### config.mk
export PLATFORM = sky130hd
export DESIGN_NAME = input_terminal_conditioning
export DESIGN_NICKNAME = d
export VERILOG_FILES = /design/src/rtl/term_cond_pkg.sv /design/src/rtl/input_debounce.sv /design/src/rtl/pulse_train_counter.sv /design/src/rtl/input_terminal_conditioning.sv
export SDC_FILE = /design/constraint.sdc
export NUM_CORES = 1
export LEC_CHECK = 0
export ABC_AREA = 1
export BUFFER_PORTS_ARGS = -buffer_cell sky130_fd_sc_hd__buf_2
export CORE_ASPECT_RATIO = 0.75
export CORE_UTILIZATION = 39
export CTS_CLUSTER_DIAMETER = 80
export DETAILED_ROUTE_END_ITERATION = 6
export PLACE_DENSITY = 0.65
export REMOVE_ABC_BUFFERS = 1
export SLEW_MARGIN = 20
export SYNTH_ARGS = -nofsm -noshare
export SYNTH_HDL_FRONTEND = slang
export SYNTH_HIERARCHICAL = 1
export SYNTH_SLANG_ARGS = --single-unit
### constraint.sdc
create_clock -name CLK -period 5.35 [get_ports CLK]
set_input_delay 0.535 -clock CLK [delete_from_list [all_inputs] [get_ports CLK]]
set_output_delay 0.535 -clock CLK [all_outputs]
set_load 0.05 [all_outputs]
### src/rtl/term_cond_pkg.sv
package term_cond_pkg;

   // ==========================================================
   // Terminal geometry
   localparam int NUM_TERM  = 9;
   localparam int LOW_GROUP = 5;
   localparam int POL_W     = 12;
   localparam int FUNC_W    = 7;
   localparam int TIME_W    = 6;
   localparam int CNT_W     = 16;
   localparam int MS_W      = 17;
   localparam int PERIOD_W  = 21;

   // ==========================================================
   // Register map (word index on the ADDR port)
   localparam logic [3:0] ADDR_LO_TIME   = 4'h0;
   localparam logic [3:0] ADDR_HI_TIME   = 4'h1;
   localparam logic [3:0] ADDR_POLARITY  = 4'h2;
   localparam logic [3:0] ADDR_CONFIG    = 4'h3;
   localparam logic [3:0] ADDR_FUNC_BASE = 4'h4;
   localparam logic [3:0] ADDR_STATUS    = 4'hd;
   localparam logic [3:0] ADDR_COUNT     = 4'he;

   localparam logic [15:0] DEB_TIME_RST = 16'h0005;
   localparam logic [15:0] DEB_TIME_MIN = 16'h0001;
   localparam logic [15:0] DEB_TIME_MAX = 16'h0032;
   localparam logic [11:0] POLARITY_RST = 12'h000;
   localparam logic [3:0]  CONFIG_RST   = 4'h0;
   localparam logic [6:0]  FUNC_RST     = 7'h00;

   // Config register bits
   localparam int CFG_THERMAL = 0;
   localparam int CFG_COMP    = 1;
   localparam int CFG_PHOTO   = 2;
   localparam int CFG_SPINDLE = 3;

   // ==========================================================
   // Terminal function codes
   localparam logic [6:0] FN_LEN_CLR  = 7'h3d;
   localparam logic [6:0] FN_THERMAL  = 7'h3e;
   localparam logic [6:0] FN_COMP1    = 7'h3f;
   localparam logic [6:0] FN_COMP2    = 7'h40;
   localparam logic [6:0] FN_FLUX     = 7'h41;
   localparam logic [6:0] FN_POS_CLR  = 7'h42;
   localparam logic [6:0] FN_DIR      = 7'h44;
   localparam logic [6:0] FN_SERVO    = 7'h45;
   localparam logic [6:0] FN_ORIGIN   = 7'h46;
   localparam logic [6:0] FN_HOME     = 7'h47;
   localparam logic [6:0] FN_ANGLE1   = 7'h48;
   localparam logic [6:0] FN_ANGLE2   = 7'h49;
   localparam logic [6:0] FN_ANGLE3   = 7'h4a;
   localparam logic [6:0] FN_POS_GAIN = 7'h4b;
   localparam logic [6:0] FN_SRV_CLR  = 7'h4d;
   localparam logic [6:0] FN_PULSE_LO = 7'h61;
   localparam logic [6:0] FN_PULSE_HI = 7'h62;

   // ==========================================================
   // Timing
   localparam int CLK_HZ        = 125_000_000;
   localparam int CLK_PERIOD_NS = 8;
   localparam int ONE_MS_NS     = 1_000_000;
   localparam int CYCLES_PER_MS = ONE_MS_NS / CLK_PERIOD_NS;
   localparam int P_LO_MIN_HZ   = 100;
   localparam int P_LO_MAX_HZ   = 100_000;
   localparam int P_HI_MIN_HZ   = 1_000;
   localparam int P_HI_MAX_HZ   = 1_000_000;
   // Shortest legal period rounds up, longest rounds down
   localparam int P_LO_MIN_PER  = (CLK_HZ + P_LO_MAX_HZ - 1) / P_LO_MAX_HZ;
   localparam int P_HI_MIN_PER  = (CLK_HZ + P_HI_MAX_HZ - 1) / P_HI_MAX_HZ;
   localparam int P_LO_MAX_PER  = CLK_HZ / P_LO_MIN_HZ;
   localparam int P_HI_MAX_PER  = CLK_HZ / P_HI_MIN_HZ;

endpackage : term_cond_pkg

### src/rtl/input_debounce.sv
`timescale 1ns/100ps
`default_nettype none
module input_debounce
   import term_cond_pkg::*;
#(
   parameter int N     = NUM_TERM,
   parameter int LOW_N = LOW_GROUP
) (
   input  wire logic              clk,
   input  wire logic              rst,
   input  wire logic              ms_tick,
   input  wire logic [N-1:0]      raw,
   input  wire logic [TIME_W-1:0] lo_time,
   input  wire logic [TIME_W-1:0] hi_time,
   output logic      [N-1:0]      filt
);

   if (LOW_N < 0 || LOW_N > N) begin : g_bad
      $error("input_debounce: LOW_N out of range");
   end

   typedef struct packed {
      logic [N-1:0]             filt;
      logic [N-1:0][TIME_W-1:0] cnt;
   } deb_t;

   deb_t st;
   deb_t nx;

   // ==========================================================
   // Filter
   // One extra tick so a change is held at least the full time
   always_comb begin
      logic [TIME_W-1:0] lim;
      nx  = st;
      lim = '0;
      for (int i = 0; i < N; i++) begin
         lim = (i < LOW_N) ? lo_time : hi_time;
         if (raw[i] == st.filt[i]) begin
            nx.cnt[i] = '0;
         end else if (ms_tick) begin
            if (st.cnt[i] >= lim) begin
               nx.filt[i] = raw[i];
               nx.cnt[i]  = '0;
            end else begin
               nx.cnt[i] = st.cnt[i] + 1'b1;
            end
         end
      end
   end

   always_ff @(posedge clk) begin
      if (rst) begin
         st <= '0;
      end else begin
         st <= nx;
      end
   end

   assign filt = st.filt;

   AST_DEB_TICK: assert property (@(posedge clk) disable iff (rst)
      $changed(filt) |-> $past(ms_tick)
         && ((filt ^ $past(filt)) & (filt ^ $past(raw))) == '0)
      else $error("Filtered level changed without a stable tick");

endmodule : input_debounce
`default_nettype wire

### src/rtl/pulse_train_counter.sv
`timescale 1ns/100ps
`default_nettype none
module pulse_train_counter
   import term_cond_pkg::*;
#(
   parameter int LO_MAX = P_LO_MAX_PER,
   parameter int HI_MAX = P_HI_MAX_PER
) (
   input  wire logic             clk,
   input  wire logic             rst,
   input  wire logic             level,
   input  wire logic             enable,
   input  wire logic             fast,
   input  wire logic             dir_sub,
   input  wire logic             clear,
   output logic      [CNT_W-1:0] count,
   output logic                  rate_ok
);

   if (LO_MAX < 2 || HI_MAX < 2 || LO_MAX >= 2**PERIOD_W
       || HI_MAX >= 2**PERIOD_W) begin : g_bad
      $error("pulse_train_counter: period bound out of range");
   end

   typedef struct packed {
      logic                prev;
      logic [PERIOD_W-1:0] per;
      logic [CNT_W-1:0]    count;
      logic                rate_ok;
   } pls_t;

   pls_t st;
   pls_t nx;
   logic [PERIOD_W-1:0] per_min;
   logic [PERIOD_W-1:0] per_max;

   assign per_min = fast ? PERIOD_W'(P_HI_MIN_PER) : PERIOD_W'(P_LO_MIN_PER);
   assign per_max = fast ? PERIOD_W'(HI_MAX) : PERIOD_W'(LO_MAX);

   // ==========================================================
   // Edge count and rate check
   always_comb begin
      nx      = st;
      nx.prev = level;
      if (st.per <= per_max) begin
         nx.per = st.per + 1'b1;
      end else begin
         nx.rate_ok = 1'b0;
      end
      if (enable && level && !st.prev) begin
         nx.count = dir_sub ? st.count - 1'b1
                            : st.count + 1'b1;
         nx.rate_ok = (st.per + 1'b1 >= per_min)
                   && (st.per + 1'b1 <= per_max);
         nx.per = '0;
      end
      if (!enable) begin
         nx.rate_ok = 1'b0;
      end
      if (clear) begin
         nx.count = '0;
      end
   end

   always_ff @(posedge clk) begin
      if (rst) begin
         st <= '0;
      end else begin
         st <= nx;
      end
   end

   assign count   = st.count;
   assign rate_ok = st.rate_ok;

   AST_CNT_CLR: assert property (@(posedge clk) disable iff (rst)
      clear |=> count == '0)
      else $error("Pulse count not cleared");

   AST_RATE_LOST: assert property (@(posedge clk) disable iff (rst)
      st.per > per_max && !(enable && level && !st.prev) |=> !rate_ok)
      else $error("Rate flag kept after period overrun");

endmodule : pulse_train_counter
`default_nettype wire

### src/rtl/input_terminal_conditioning.sv
// Overview of operation
// - Code 61 rising clears single-pulse length
// - Code 62 is thermal switch when configured
// - Codes 63,64 select comp gain when configured
// - Gain selector 00..11 picks sets 1..4
// - Code 65 flux brake only while decelerating
// - Code 66 assertion clears position pulse counter
// - Code 68 selects servo pulse add/subtract
// - Code 69 switches servo position/torque control
// - Code 70 is origin when photoelectric configured
// - Code 71 homes spindle, release drops torque
// - Codes 72-74 form angle selector, 74 MSB
// - Selector 0 normal, 1-7 hold angle
// - Code 75 picks position loop gain set
// - Code 77 clears servo pulse count
// - Code 97 pulse range 0.10-100 kHz
// - Code 98 pulse range 1.0-1000 kHz
// - Terminals 1-5 share 1-50 ms filter
// - Terminals 6-9 use second 1-50 ms filter
// - Accept change only after stable filter time
// - Twelve-bit polarity, default zero, 1 negative
// - Positive logic: closed contact means active
// - Negative logic: open contact means active
`timescale 1ns/100ps
`default_nettype none
module input_terminal_conditioning
   import term_cond_pkg::*;
#(
   parameter int MS_CYCLES = CYCLES_PER_MS,
   parameter int LO_MAX    = P_LO_MAX_PER,
   parameter int HI_MAX    = P_HI_MAX_PER
) (
   input  wire logic                CLK,
   input  wire logic                RST,
   input  wire logic [NUM_TERM-1:0] TERM_CLOSED,
   input  wire logic                DECEL_STOP,
   input  wire logic [3:0]          ADDR,
   input  wire logic [15:0]         WDATA,
   input  wire logic                WR,
   input  wire logic                RD,
   output logic      [15:0]         RDATA,
   output logic      [NUM_TERM-1:0] TERM_STATE,
   output logic                     LENGTH_CLEAR,
   output logic                     THERMAL_SWITCH,
   output logic      [1:0]          COMP_GAIN_SET,
   output logic                     FLUX_BRAKE,
   output logic                     POS_COUNT_CLEAR,
   output logic                     SERVO_DIR_SUB,
   output logic                     SERVO_MODE,
   output logic                     SPINDLE_ORIGIN,
   output logic                     SPINDLE_HOME,
   output logic      [2:0]          SPINDLE_ANGLE,
   output logic                     SPINDLE_HOLD,
   output logic                     POS_GAIN_SEL,
   output logic                     SERVO_COUNT_CLEAR,
   output logic      [CNT_W-1:0]    PULSE_COUNT,
   output logic                     PULSE_RATE_OK
);

   if (MS_CYCLES < 2 || MS_CYCLES >= 2**MS_W) begin : g_bad
      $error("input_terminal_conditioning: MS_CYCLES out of range");
   end

   typedef logic [NUM_TERM-1:0][FUNC_W-1:0] func_arr_t;

   typedef struct packed {
      logic [TIME_W-1:0] lo_time;
      logic [TIME_W-1:0] hi_time;
      logic [POL_W-1:0]  polarity;
      logic [3:0]        cfg;
      func_arr_t         func;
      logic [MS_W-1:0]   ms_cnt;
      logic              ms_tick;
      logic [NUM_TERM-1:0] raw;
      logic [2:0]        prev;
      logic [15:0]       rdata;
      logic              len_clr;
      logic              thermal;
      logic [1:0]        comp_gain;
      logic              flux;
      logic              pos_clr;
      logic              dir_sub;
      logic              servo;
      logic              origin;
      logic              home;
      logic [2:0]        angle;
      logic              hold;
      logic              pos_gain;
      logic              srv_clr;
   } top_t;

   top_t st;
   top_t nx;

   logic [NUM_TERM-1:0] filt;
   logic [CNT_W-1:0]    count;
   logic                rate_ok;
   logic                pulse_en;
   logic                pulse_fast;

   // ==========================================================
   // Decoding helpers
   function automatic logic fn_level(input func_arr_t fsel,
                                     input logic [NUM_TERM-1:0] lvl,
                                     input logic [FUNC_W-1:0] code);
      logic hit;
      hit = 1'b0;
      for (int i = 0; i < NUM_TERM; i++) begin
         if (fsel[i] == code && lvl[i]) begin
            hit = 1'b1;
         end
      end
      return hit;
   endfunction : fn_level

   // Out-of-range settings are pulled into 1..50 on write
   function automatic logic [TIME_W-1:0] fn_clamp(input logic [15:0] v);
      if (v < DEB_TIME_MIN) begin
         return TIME_W'(DEB_TIME_MIN);
      end else if (v > DEB_TIME_MAX) begin
         return TIME_W'(DEB_TIME_MAX);
      end
      return v[TIME_W-1:0];
   endfunction : fn_clamp

   // ==========================================================
   // Function routing of the filtered levels
   logic lv_len, lv_therm, lv_c1, lv_c2, lv_flux, lv_pclr, lv_dir;
   logic lv_servo, lv_org, lv_home, lv_a1, lv_a2, lv_a3, lv_pg, lv_sclr;

   assign lv_len   = fn_level(st.func, filt, FN_LEN_CLR);
   assign lv_therm = fn_level(st.func, filt, FN_THERMAL);
   assign lv_c1    = fn_level(st.func, filt, FN_COMP1);
   assign lv_c2    = fn_level(st.func, filt, FN_COMP2);
   assign lv_flux  = fn_level(st.func, filt, FN_FLUX);
   assign lv_pclr  = fn_level(st.func, filt, FN_POS_CLR);
   assign lv_dir   = fn_level(st.func, filt, FN_DIR);
   assign lv_servo = fn_level(st.func, filt, FN_SERVO);
   assign lv_org   = fn_level(st.func, filt, FN_ORIGIN);
   assign lv_home  = fn_level(st.func, filt, FN_HOME);
   assign lv_a1    = fn_level(st.func, filt, FN_ANGLE1);
   assign lv_a2    = fn_level(st.func, filt, FN_ANGLE2);
   assign lv_a3    = fn_level(st.func, filt, FN_ANGLE3);
   assign lv_pg    = fn_level(st.func, filt, FN_POS_GAIN);
   assign lv_sclr  = fn_level(st.func, filt, FN_SRV_CLR);

   // Only the last terminal can take a pulse train
   assign pulse_fast = st.func[NUM_TERM-1] == FN_PULSE_HI;
   assign pulse_en   = pulse_fast
                    || st.func[NUM_TERM-1] == FN_PULSE_LO;

   // ==========================================================
   // Next state
   always_comb begin
      logic [3:0] fidx;
      nx   = st;
      fidx = ADDR - ADDR_FUNC_BASE;

      // Polarity applied to raw contacts before filtering
      nx.raw = TERM_CLOSED ^ st.polarity[NUM_TERM-1:0];

      nx.ms_tick = 1'b0;
      if (st.ms_cnt == MS_W'(MS_CYCLES - 1)) begin
         nx.ms_cnt  = '0;
         nx.ms_tick = 1'b1;
      end else begin
         nx.ms_cnt = st.ms_cnt + 1'b1;
      end

      // Clears act once per assertion, not while held
      nx.prev    = {lv_sclr, lv_pclr, lv_len};
      nx.len_clr = lv_len & ~st.prev[0];
      nx.pos_clr = lv_pclr & ~st.prev[1];
      nx.srv_clr = lv_sclr & ~st.prev[2];

      nx.thermal   = st.cfg[CFG_THERMAL] & lv_therm;
      nx.comp_gain = st.cfg[CFG_COMP] ? {lv_c2, lv_c1}
                                      : 2'h0;
      nx.flux      = lv_flux & DECEL_STOP;
      nx.dir_sub   = lv_dir;
      nx.servo     = lv_servo;
      nx.origin    = st.cfg[CFG_PHOTO] & lv_org;
      nx.home      = lv_home;
      nx.angle     = st.cfg[CFG_SPINDLE] ? {lv_a3, lv_a2, lv_a1}
                                         : 3'h0;
      nx.hold      = lv_home | (nx.angle != 3'h0);
      nx.pos_gain  = lv_pg;

      if (WR) begin
         case (ADDR)
            ADDR_LO_TIME: begin
               nx.lo_time = fn_clamp(WDATA);
            end
            ADDR_HI_TIME: begin
               nx.hi_time = fn_clamp(WDATA);
            end
            ADDR_POLARITY: begin
               nx.polarity = WDATA[POL_W-1:0];
            end
            ADDR_CONFIG: begin
               nx.cfg = WDATA[3:0];
            end
            default: begin
               if (ADDR >= ADDR_FUNC_BASE && fidx < 4'(NUM_TERM)) begin
                  nx.func[fidx] = WDATA[FUNC_W-1:0];
               end
            end
         endcase
      end

      nx.rdata = 16'h0000;
      if (RD) begin
         case (ADDR)
            ADDR_LO_TIME: begin
               nx.rdata = 16'(st.lo_time);
            end
            ADDR_HI_TIME: begin
               nx.rdata = 16'(st.hi_time);
            end
            ADDR_POLARITY: begin
               nx.rdata = 16'(st.polarity);
            end
            ADDR_CONFIG: begin
               nx.rdata = 16'(st.cfg);
            end
            ADDR_STATUS: begin
               nx.rdata = 16'({rate_ok, filt});
            end
            ADDR_COUNT: begin
               nx.rdata = count;
            end
            default: begin
               if (ADDR >= ADDR_FUNC_BASE && fidx < 4'(NUM_TERM)) begin
                  nx.rdata = 16'(st.func[fidx]);
               end
            end
         endcase
      end
   end

   always_ff @(posedge CLK) begin
      if (RST) begin
         st          <= '0;
         st.lo_time  <= TIME_W'(DEB_TIME_RST);
         st.hi_time  <= TIME_W'(DEB_TIME_RST);
         st.polarity <= POLARITY_RST;
         st.cfg      <= CONFIG_RST;
         st.func     <= {NUM_TERM{FUNC_RST}};
      end else begin
         st <= nx;
      end
   end

   // ==========================================================
   // Filter and pulse path
   input_debounce #(
      .N     (NUM_TERM),
      .LOW_N (LOW_GROUP)
   ) u_debounce (
      .clk     (CLK),
      .rst     (RST),
      .ms_tick (st.ms_tick),
      .raw     (st.raw),
      .lo_time (st.lo_time),
      .hi_time (st.hi_time),
      .filt    (filt)
   );

   // Pulse path skips the ms filter, which would eat the train
   pulse_train_counter #(
      .LO_MAX (LO_MAX),
      .HI_MAX (HI_MAX)
   ) u_pulse (
      .clk     (CLK),
      .rst     (RST),
      .level   (st.raw[NUM_TERM-1]),
      .enable  (pulse_en),
      .fast    (pulse_fast),
      .dir_sub (st.dir_sub),
      .clear   (st.srv_clr),
      .count   (count),
      .rate_ok (rate_ok)
   );

   assign RDATA             = st.rdata;
   assign TERM_STATE        = filt;
   assign LENGTH_CLEAR      = st.len_clr;
   assign THERMAL_SWITCH    = st.thermal;
   assign COMP_GAIN_SET     = st.comp_gain;
   assign FLUX_BRAKE        = st.flux;
   assign POS_COUNT_CLEAR   = st.pos_clr;
   assign SERVO_DIR_SUB     = st.dir_sub;
   assign SERVO_MODE        = st.servo;
   assign SPINDLE_ORIGIN    = st.origin;
   assign SPINDLE_HOME      = st.home;
   assign SPINDLE_ANGLE     = st.angle;
   assign SPINDLE_HOLD      = st.hold;
   assign POS_GAIN_SEL      = st.pos_gain;
   assign SERVO_COUNT_CLEAR = st.srv_clr;
   assign PULSE_COUNT       = count;
   assign PULSE_RATE_OK     = rate_ok;

   // ==========================================================
   // Checks
   AST_LEN_CLR: assert property (@(posedge CLK) disable iff (RST)
      $rose(lv_len) |=> LENGTH_CLEAR ##1 !LENGTH_CLEAR)
      else $error("Length clear not a single pulse on assertion");

   AST_THERMAL: assert property (@(posedge CLK) disable iff (RST)
      !st.cfg[CFG_THERMAL] |=> !THERMAL_SWITCH)
      else $error("Thermal input seen while not configured");

   AST_COMP: assert property (@(posedge CLK) disable iff (RST)
      st.cfg[CFG_COMP] |=> COMP_GAIN_SET == $past({lv_c2, lv_c1}))
      else $error("Compensation gain set mismatch");

   AST_FLUX: assert property (@(posedge CLK) disable iff (RST)
      !DECEL_STOP |=> !FLUX_BRAKE)
      else $error("Flux brake outside decelerating stop");

   AST_HOLD: assert property (@(posedge CLK) disable iff (RST)
      SPINDLE_ANGLE == 3'h0 && !SPINDLE_HOME |-> !SPINDLE_HOLD)
      else $error("Torque held in normal operation");

   AST_POL_READ: assert property (@(posedge CLK) disable iff (RST)
      RD && ADDR == ADDR_POLARITY |=> RDATA == 16'($past(st.polarity)))
      else $error("Polarity readback wrong");

   AST_TIME_RANGE: assert property (@(posedge CLK) disable iff (RST)
      WR && ADDR == ADDR_LO_TIME |=> st.lo_time >= TIME_W'(DEB_TIME_MIN)
         && st.lo_time <= TIME_W'(DEB_TIME_MAX))
      else $error("Filter time outside 1 to 50 ms");

   AST_RAW_POL: assert property (@(posedge CLK) disable iff (RST)
      ##1 st.raw == ($past(TERM_CLOSED) ^ $past(st.polarity[NUM_TERM-1:0])))
      else $error("Polarity not applied to raw level");

endmodule : input_terminal_conditioning
`default_nettype wire

# Word-level counts from Yosys, hierarchy flattened
# Index checks and enable logic that the tools add are counted.
# Widths: inputs -> output; s select.
dict set report totals {
  reg_bits 255
  in_bits 34
  out_inout_bits 58
  elab_cells 604
}
dict set report classes {
  add_sub_neg 14
  magnitude_cmp 18
  n_eq_ne 153
  muxes 168
  n_bitwise 24
  reduce_logical 174
}
# op n
set ops {}
lappend ops {{$eq 7x7->1 const B} 110}
lappend ops {{$eq 7x6->1 const B} 27}
lappend ops {{$mux 1} 144}
lappend ops {{$logic_and 1x1->1} 140}
lappend ops {{$pmux 16 s6} 1}
lappend ops {{$mux 6} 13}
lappend ops {{$bwmux 63} 1}
lappend ops {{$add 6x1->6 const B} 9}
lappend ops {{$ge 6x6->1} 9}
lappend ops {{$le 21x21->1} 2}
lappend ops {{$reduce_and 3->1} 10}
lappend ops {{$reduce_or 2->1} 15}
lappend ops {{$bmux 7 s4} 1}
lappend ops {{$demux 7 s4} 1}
lappend ops {{$add 21x1->21 const B} 1}
lappend ops {{$ge 21x21->1} 1}
lappend ops {{$mux 21} 1}
lappend ops {{$mux 7} 3}
lappend ops {{$add 17x1->17 const B} 1}
lappend ops {{$eq 17x17->1 const B} 1}
lappend ops {{$add 16x1->16 const B} 1}
lappend ops {{$gt 16x6->1 const B} 1}
lappend ops {{$lt 16x1->1 const B} 1}
lappend ops {{$mux 16} 1}
lappend ops {{other kinds (23)} 56}

# Depth between registers and ports, before layout
dict set report depth {
  ltp_word 14
  depth_mapped 19
  ltp_nobuf 18
}

# Modules after synthesis
# The synthesis kept the hierarchy.
# mod n_inst cells_each area_each_um2 seq_area_each_um2
set modules_own_cells {}
lappend modules_own_cells {input_terminal_conditioning 1 1237 8194.1 3062.9}
lappend modules_own_cells {input_debounce 1 609 4304.1 1261.2}
lappend modules_own_cells {pulse_train_counter 1 573 3769.9 780.7}

# Worst setup path after synthesis
# No wires, ideal clock.
dict set report synth_timing {
  kind {register -> register}
  from {reg st[121] (netlist name)}
  to {reg u_pulse.st (netlist bit u_pulse/rate_ok)}
  setup_time_ns 0.066
  arrival_time_ns 3.657
  t_required_ns 5.284
  path_slack_ns 1.627
  path_stages_with_launch 14
  n_path_buf 1
  synth_period_minus_slack_ns 3.723
  path_cell_list {dfxtp_1 > inv_1 > nand2_1 > nor3_1 > inv_1 > ha_1 > nand2_1 > nor3_1 > nand2_1 > or4_4 > nand2_4 > buf_6 > nand3_2 > a21oi_2}
}
# item line
set synth_lines {}
lappend synth_lines {{end signal, assigned} pulse_train_counter.sv:69} ;# st <= nx;
lappend synth_lines {{end, declared} pulse_train_counter.sv:32} ;# pls_t st;

==> results by group <==
Status
  • Outcome: finished clean

Route
  • Vias/cell: 5.29
  • DR vias: 16,000
  • DR WL/cell: 17.5 um
  • DR pass1 iterations: 6
  • DRC violations left: 0
  • Post-DRT Antenna Nets: 0
  • Final wirelength: 53.2 mm
  • Iter 0 DRT Violations: 1,566

Final layout
  • Register area: 5110 um^2
  • Nets: 2,596
  • Post-layout util: 43.8%
  • Area of the multi-input gates: 9450 um^2
  • Layout cells sized above 1: 9.35%
  • Final std cells w/o fill: 3,033
  • Fillers: 4,262
  • Synth-to-Final Area Change: 10.2%

Floorplan
  • FP Rows: 64
  • # IOs: 92
  • Die X: 238 um
  • Die span in y: 179 um
  • Initial Utilization: 39.8%
  • Die ar.: 42,500 um^2
  • Core region area: 40,900 um^2

Placement
  • Pre-CTS setup slack: 1890 ps
  • Placed wire-length estimate: 40.9 mm
  • PortBufs: 91
  • Placed insts: 2,977
  • GPL Wtd Cong: 1.00

Yosys
  • Fraction of registers with async set/reset: 0%
  • Syn. warnings: 6
  • Syn Area/Cell: 6.73 um^2
  • Register area share after synthesis: 31.4%
  • Mapped Cells: 2,419
  • Synth Cell Area: 16,300 um^2
  • Distinct cells, synth: 60
  • Number of enable flip-flop cells after synthesis: 0
  • Ys flop type: dfxtp_1
  • Yosys reg bits: 255

Critical path
  • CP Buf/Inv Count: 4
  • Crit. End Element: register
  • CP max stage delay: 430 ps
  • Most Frequent Cell on Critical Path: nand2_1
  • CP max-delay cell: or4_4
  • Crit path required time: 5820 ps
  • Crit path launch type: register
  • Critical path class: reg -> reg
  • Crit path max-delay family: simple AND/OR/NAND/NOR gates
  • Peak fanout along the critical path: 35
  • Critical Path AT: 4020 ps
  • CP Cell Sequence: inv_1 -> nand2_1 -> nor3_2 -> buf_4 -> inv_1 -> ha_1 -> nand2_1 -> nor3_1 -> nand2_1 -> or4_4 -> nand2_4 -> inv_2 -> o21ai_0 -> nor2_1

Global routing
  • Total grt overflow: 0
  • Initial antenna violation count: 2
  • First-pass GRT wire length: 81.1 mm
  • Number of global-route vias before repair: 14,200
  • Largest net degree at the start of global routing: 65
  • GRT Overall Usage: 24.7%

CTS
  • H-tree depth reported by CTS: 1
  • Post-CTS Setup Bufs: 0
  • Clk root buf: clkbuf_16
  • Cts repair resizes: 0
  • Clk_lat worst skew: 590 ps
  • TritonCTS Buffers: 29
  • CTS clk-pin slew, worst paths: 60 ps
  • CTS tree: done
  • CTS Hold Bufs: 0
  • Clk buf depth: 3
  • Number of clock sinks: 255

STA
  • Final Max Slew Viols: 0
  • Fmax: 282 MHz
  • Setup_tns: 0 ps
  • RSZ-0062 raised after global routing: false
  • Fin crit share: 66.4%
  • Crit path setup slack, layout: 1800 ps
  • Final setup fails: 0
  • Final hold vios: 0
  • Slew HR: 44.2%
  • Worst Tran Pin Value: 837 ps
  • Worst clock skew: 18.0 ps
  • Minimum clock period: 3550 ps

Power and ir drop
  • PD cells: 247 nW/um^2
  • LEAKAGE: 7.78 nW
  • Peak supply drop: 0.234 mV
  • Power Total: 4.43 mW

Job
  • Max-cap violations: 0

Min path
  • Worst Hold Class: in -> reg
final timing paths:
path / slack [ps] / startpoint / to / cells after the start
max: 1800 / st[121]$_SDFFE_PP0P_ / u_pulse/st[26]$_SDFFE_PP0N_ / 14
min: 220 / TERM_CLOSED[6] / st[41]$_SDFF_PP0_ / 3
max reg2reg: 1800 / st[121]$_SDFFE_PP0P_ / u_pulse/st[26]$_SDFFE_PP0N_ / 14
min reg2reg: 380 / st[33]$_SDFF_PP0_ / POS_COUNT_CLEAR$_SDFF_PP0_ / 1
through the flow:
| stage | hold slack, ps | instance area (um^2) |
|---|---|---|
| floorplan | 366 | 15600 |
| global placement | 371 | 16900 |
| detailed placement | 373 | 16900 |
| CTS | 204 | 17900 |
| global route | 203 | 17900 |
| finish | 216 | 17900 |
logic make-up (layout without fill, tap and decap cells):
kind of cell             count (synthesis)  count (layout)  synth area share, %
flip-flops                             255             255                 31.4
XOR/XNOR                                61              61                 3.28
adder cells (fa/ha/maj)                115             115                 8.89
AO/OA/AOI/OAI                          379             379                 13.1
AND/OR/NAND/NOR                       1217            1217                 32.7
multiplexers                             2               2                0.123
other                                    0               2                    0
buffers and inverters                  390             441                 10.6
layout make-up:
class                           count  share of cell area [%]
Sequential cell                   255                    28.5
Clock inverter                     20                    1.71
Antenna cell                        2                  0.0279
Inverter                          290                    6.09
Timing Repair Buffer               97                    2.79
Tap cell                          561                    3.92
Clock buffer                       34                    4.26
Multi-Input combinational cell   1774                    52.7
layer usage:
metal | vias up | wire length [um] | global-route usage, %
met5 | - | 0 | 0
met4 | 0 | 1430 | 7.07
met3 | 84 | 5450 | 5.23
met2 | 679 | 20800 | 34.7
met1 | 7367 | 25500 | 37.0
li1 | 7910 | - | -
tightest hold or removal path: stages:
cell,delay [ps]
buf_2,100
xnor2_1,60
nor2_1,70
layout by cell type (no fill, tap or decap), types with 6 or more instances in the layout:
cell type and instances:
o211ai_1 7, dfxtp_1 254, a21oi_2 10, clkbuf_16 29, ha_1 114, nor3b_1 6
nand2_2 9, and3_1 6, o31ai_1 9, nand4_1 51, bufinv_16 7, o21ai_1 18
buf_2 91, nand2_1 550, nor3_1 44, inv_2 16, a22oi_1 10, nor3_4 7
o2111ai_1 7, xor2_1 34, o21ai_0 134, nor2_1 348, xnor2_1 27, nor2_4 9
inv_1 267, nor3_2 8, nor4_1 10, nand3_1 141, nor2_2 9, a21oi_1 148
buf_4 6
synthesized netlist by cell type, types with 15 or more instances:
| master | n | area share [%] |
|---|---|---|
| clkbuf_1 | 26 | 0.60 |
| nor2_1 | 348 | 8.0 |
| o21ai_0 | 134 | 4.1 |
| xor2_1 | 34 | 1.8 |
| dfxtp_1 | 255 | 31 |
| buf_4 | 51 | 2.4 |
| xnor2_1 | 27 | 1.5 |
| buf_2 | 17 | 0.52 |
| inv_2 | 15 | 0.35 |
| nor3_1 | 45 | 1.4 |
| nand3_1 | 141 | 4.3 |
| o21ai_1 | 18 | 0.55 |
| a21oi_1 | 148 | 4.6 |
| nand2_1 | 550 | 13 |
| inv_1 | 268 | 6.2 |
| ha_1 | 114 | 8.8 |
| nand4_1 | 51 | 2.0 |
power breakdown:
part	switching [mW]	internal (mW)	total [mW]
clock	0.883	1.37	2.25
sequential	0.0251	1.92	1.94
combinational	0.168	0.0621	0.230
total	1.08	3.35	4.43
flip-flops by register name, summed over array words and instances (netlist names), 2 cells and up:
signal / flops
st: 121
u_debounce/st: 54
SPINDLE_ANGLE: 3
RDATA: 16
u_debounce/filt: 9
u_pulse/count: 16
u_pulse/st: 22
COMP_GAIN_SET: 2
No activity file was read; power rests on OpenSTA's default activity.
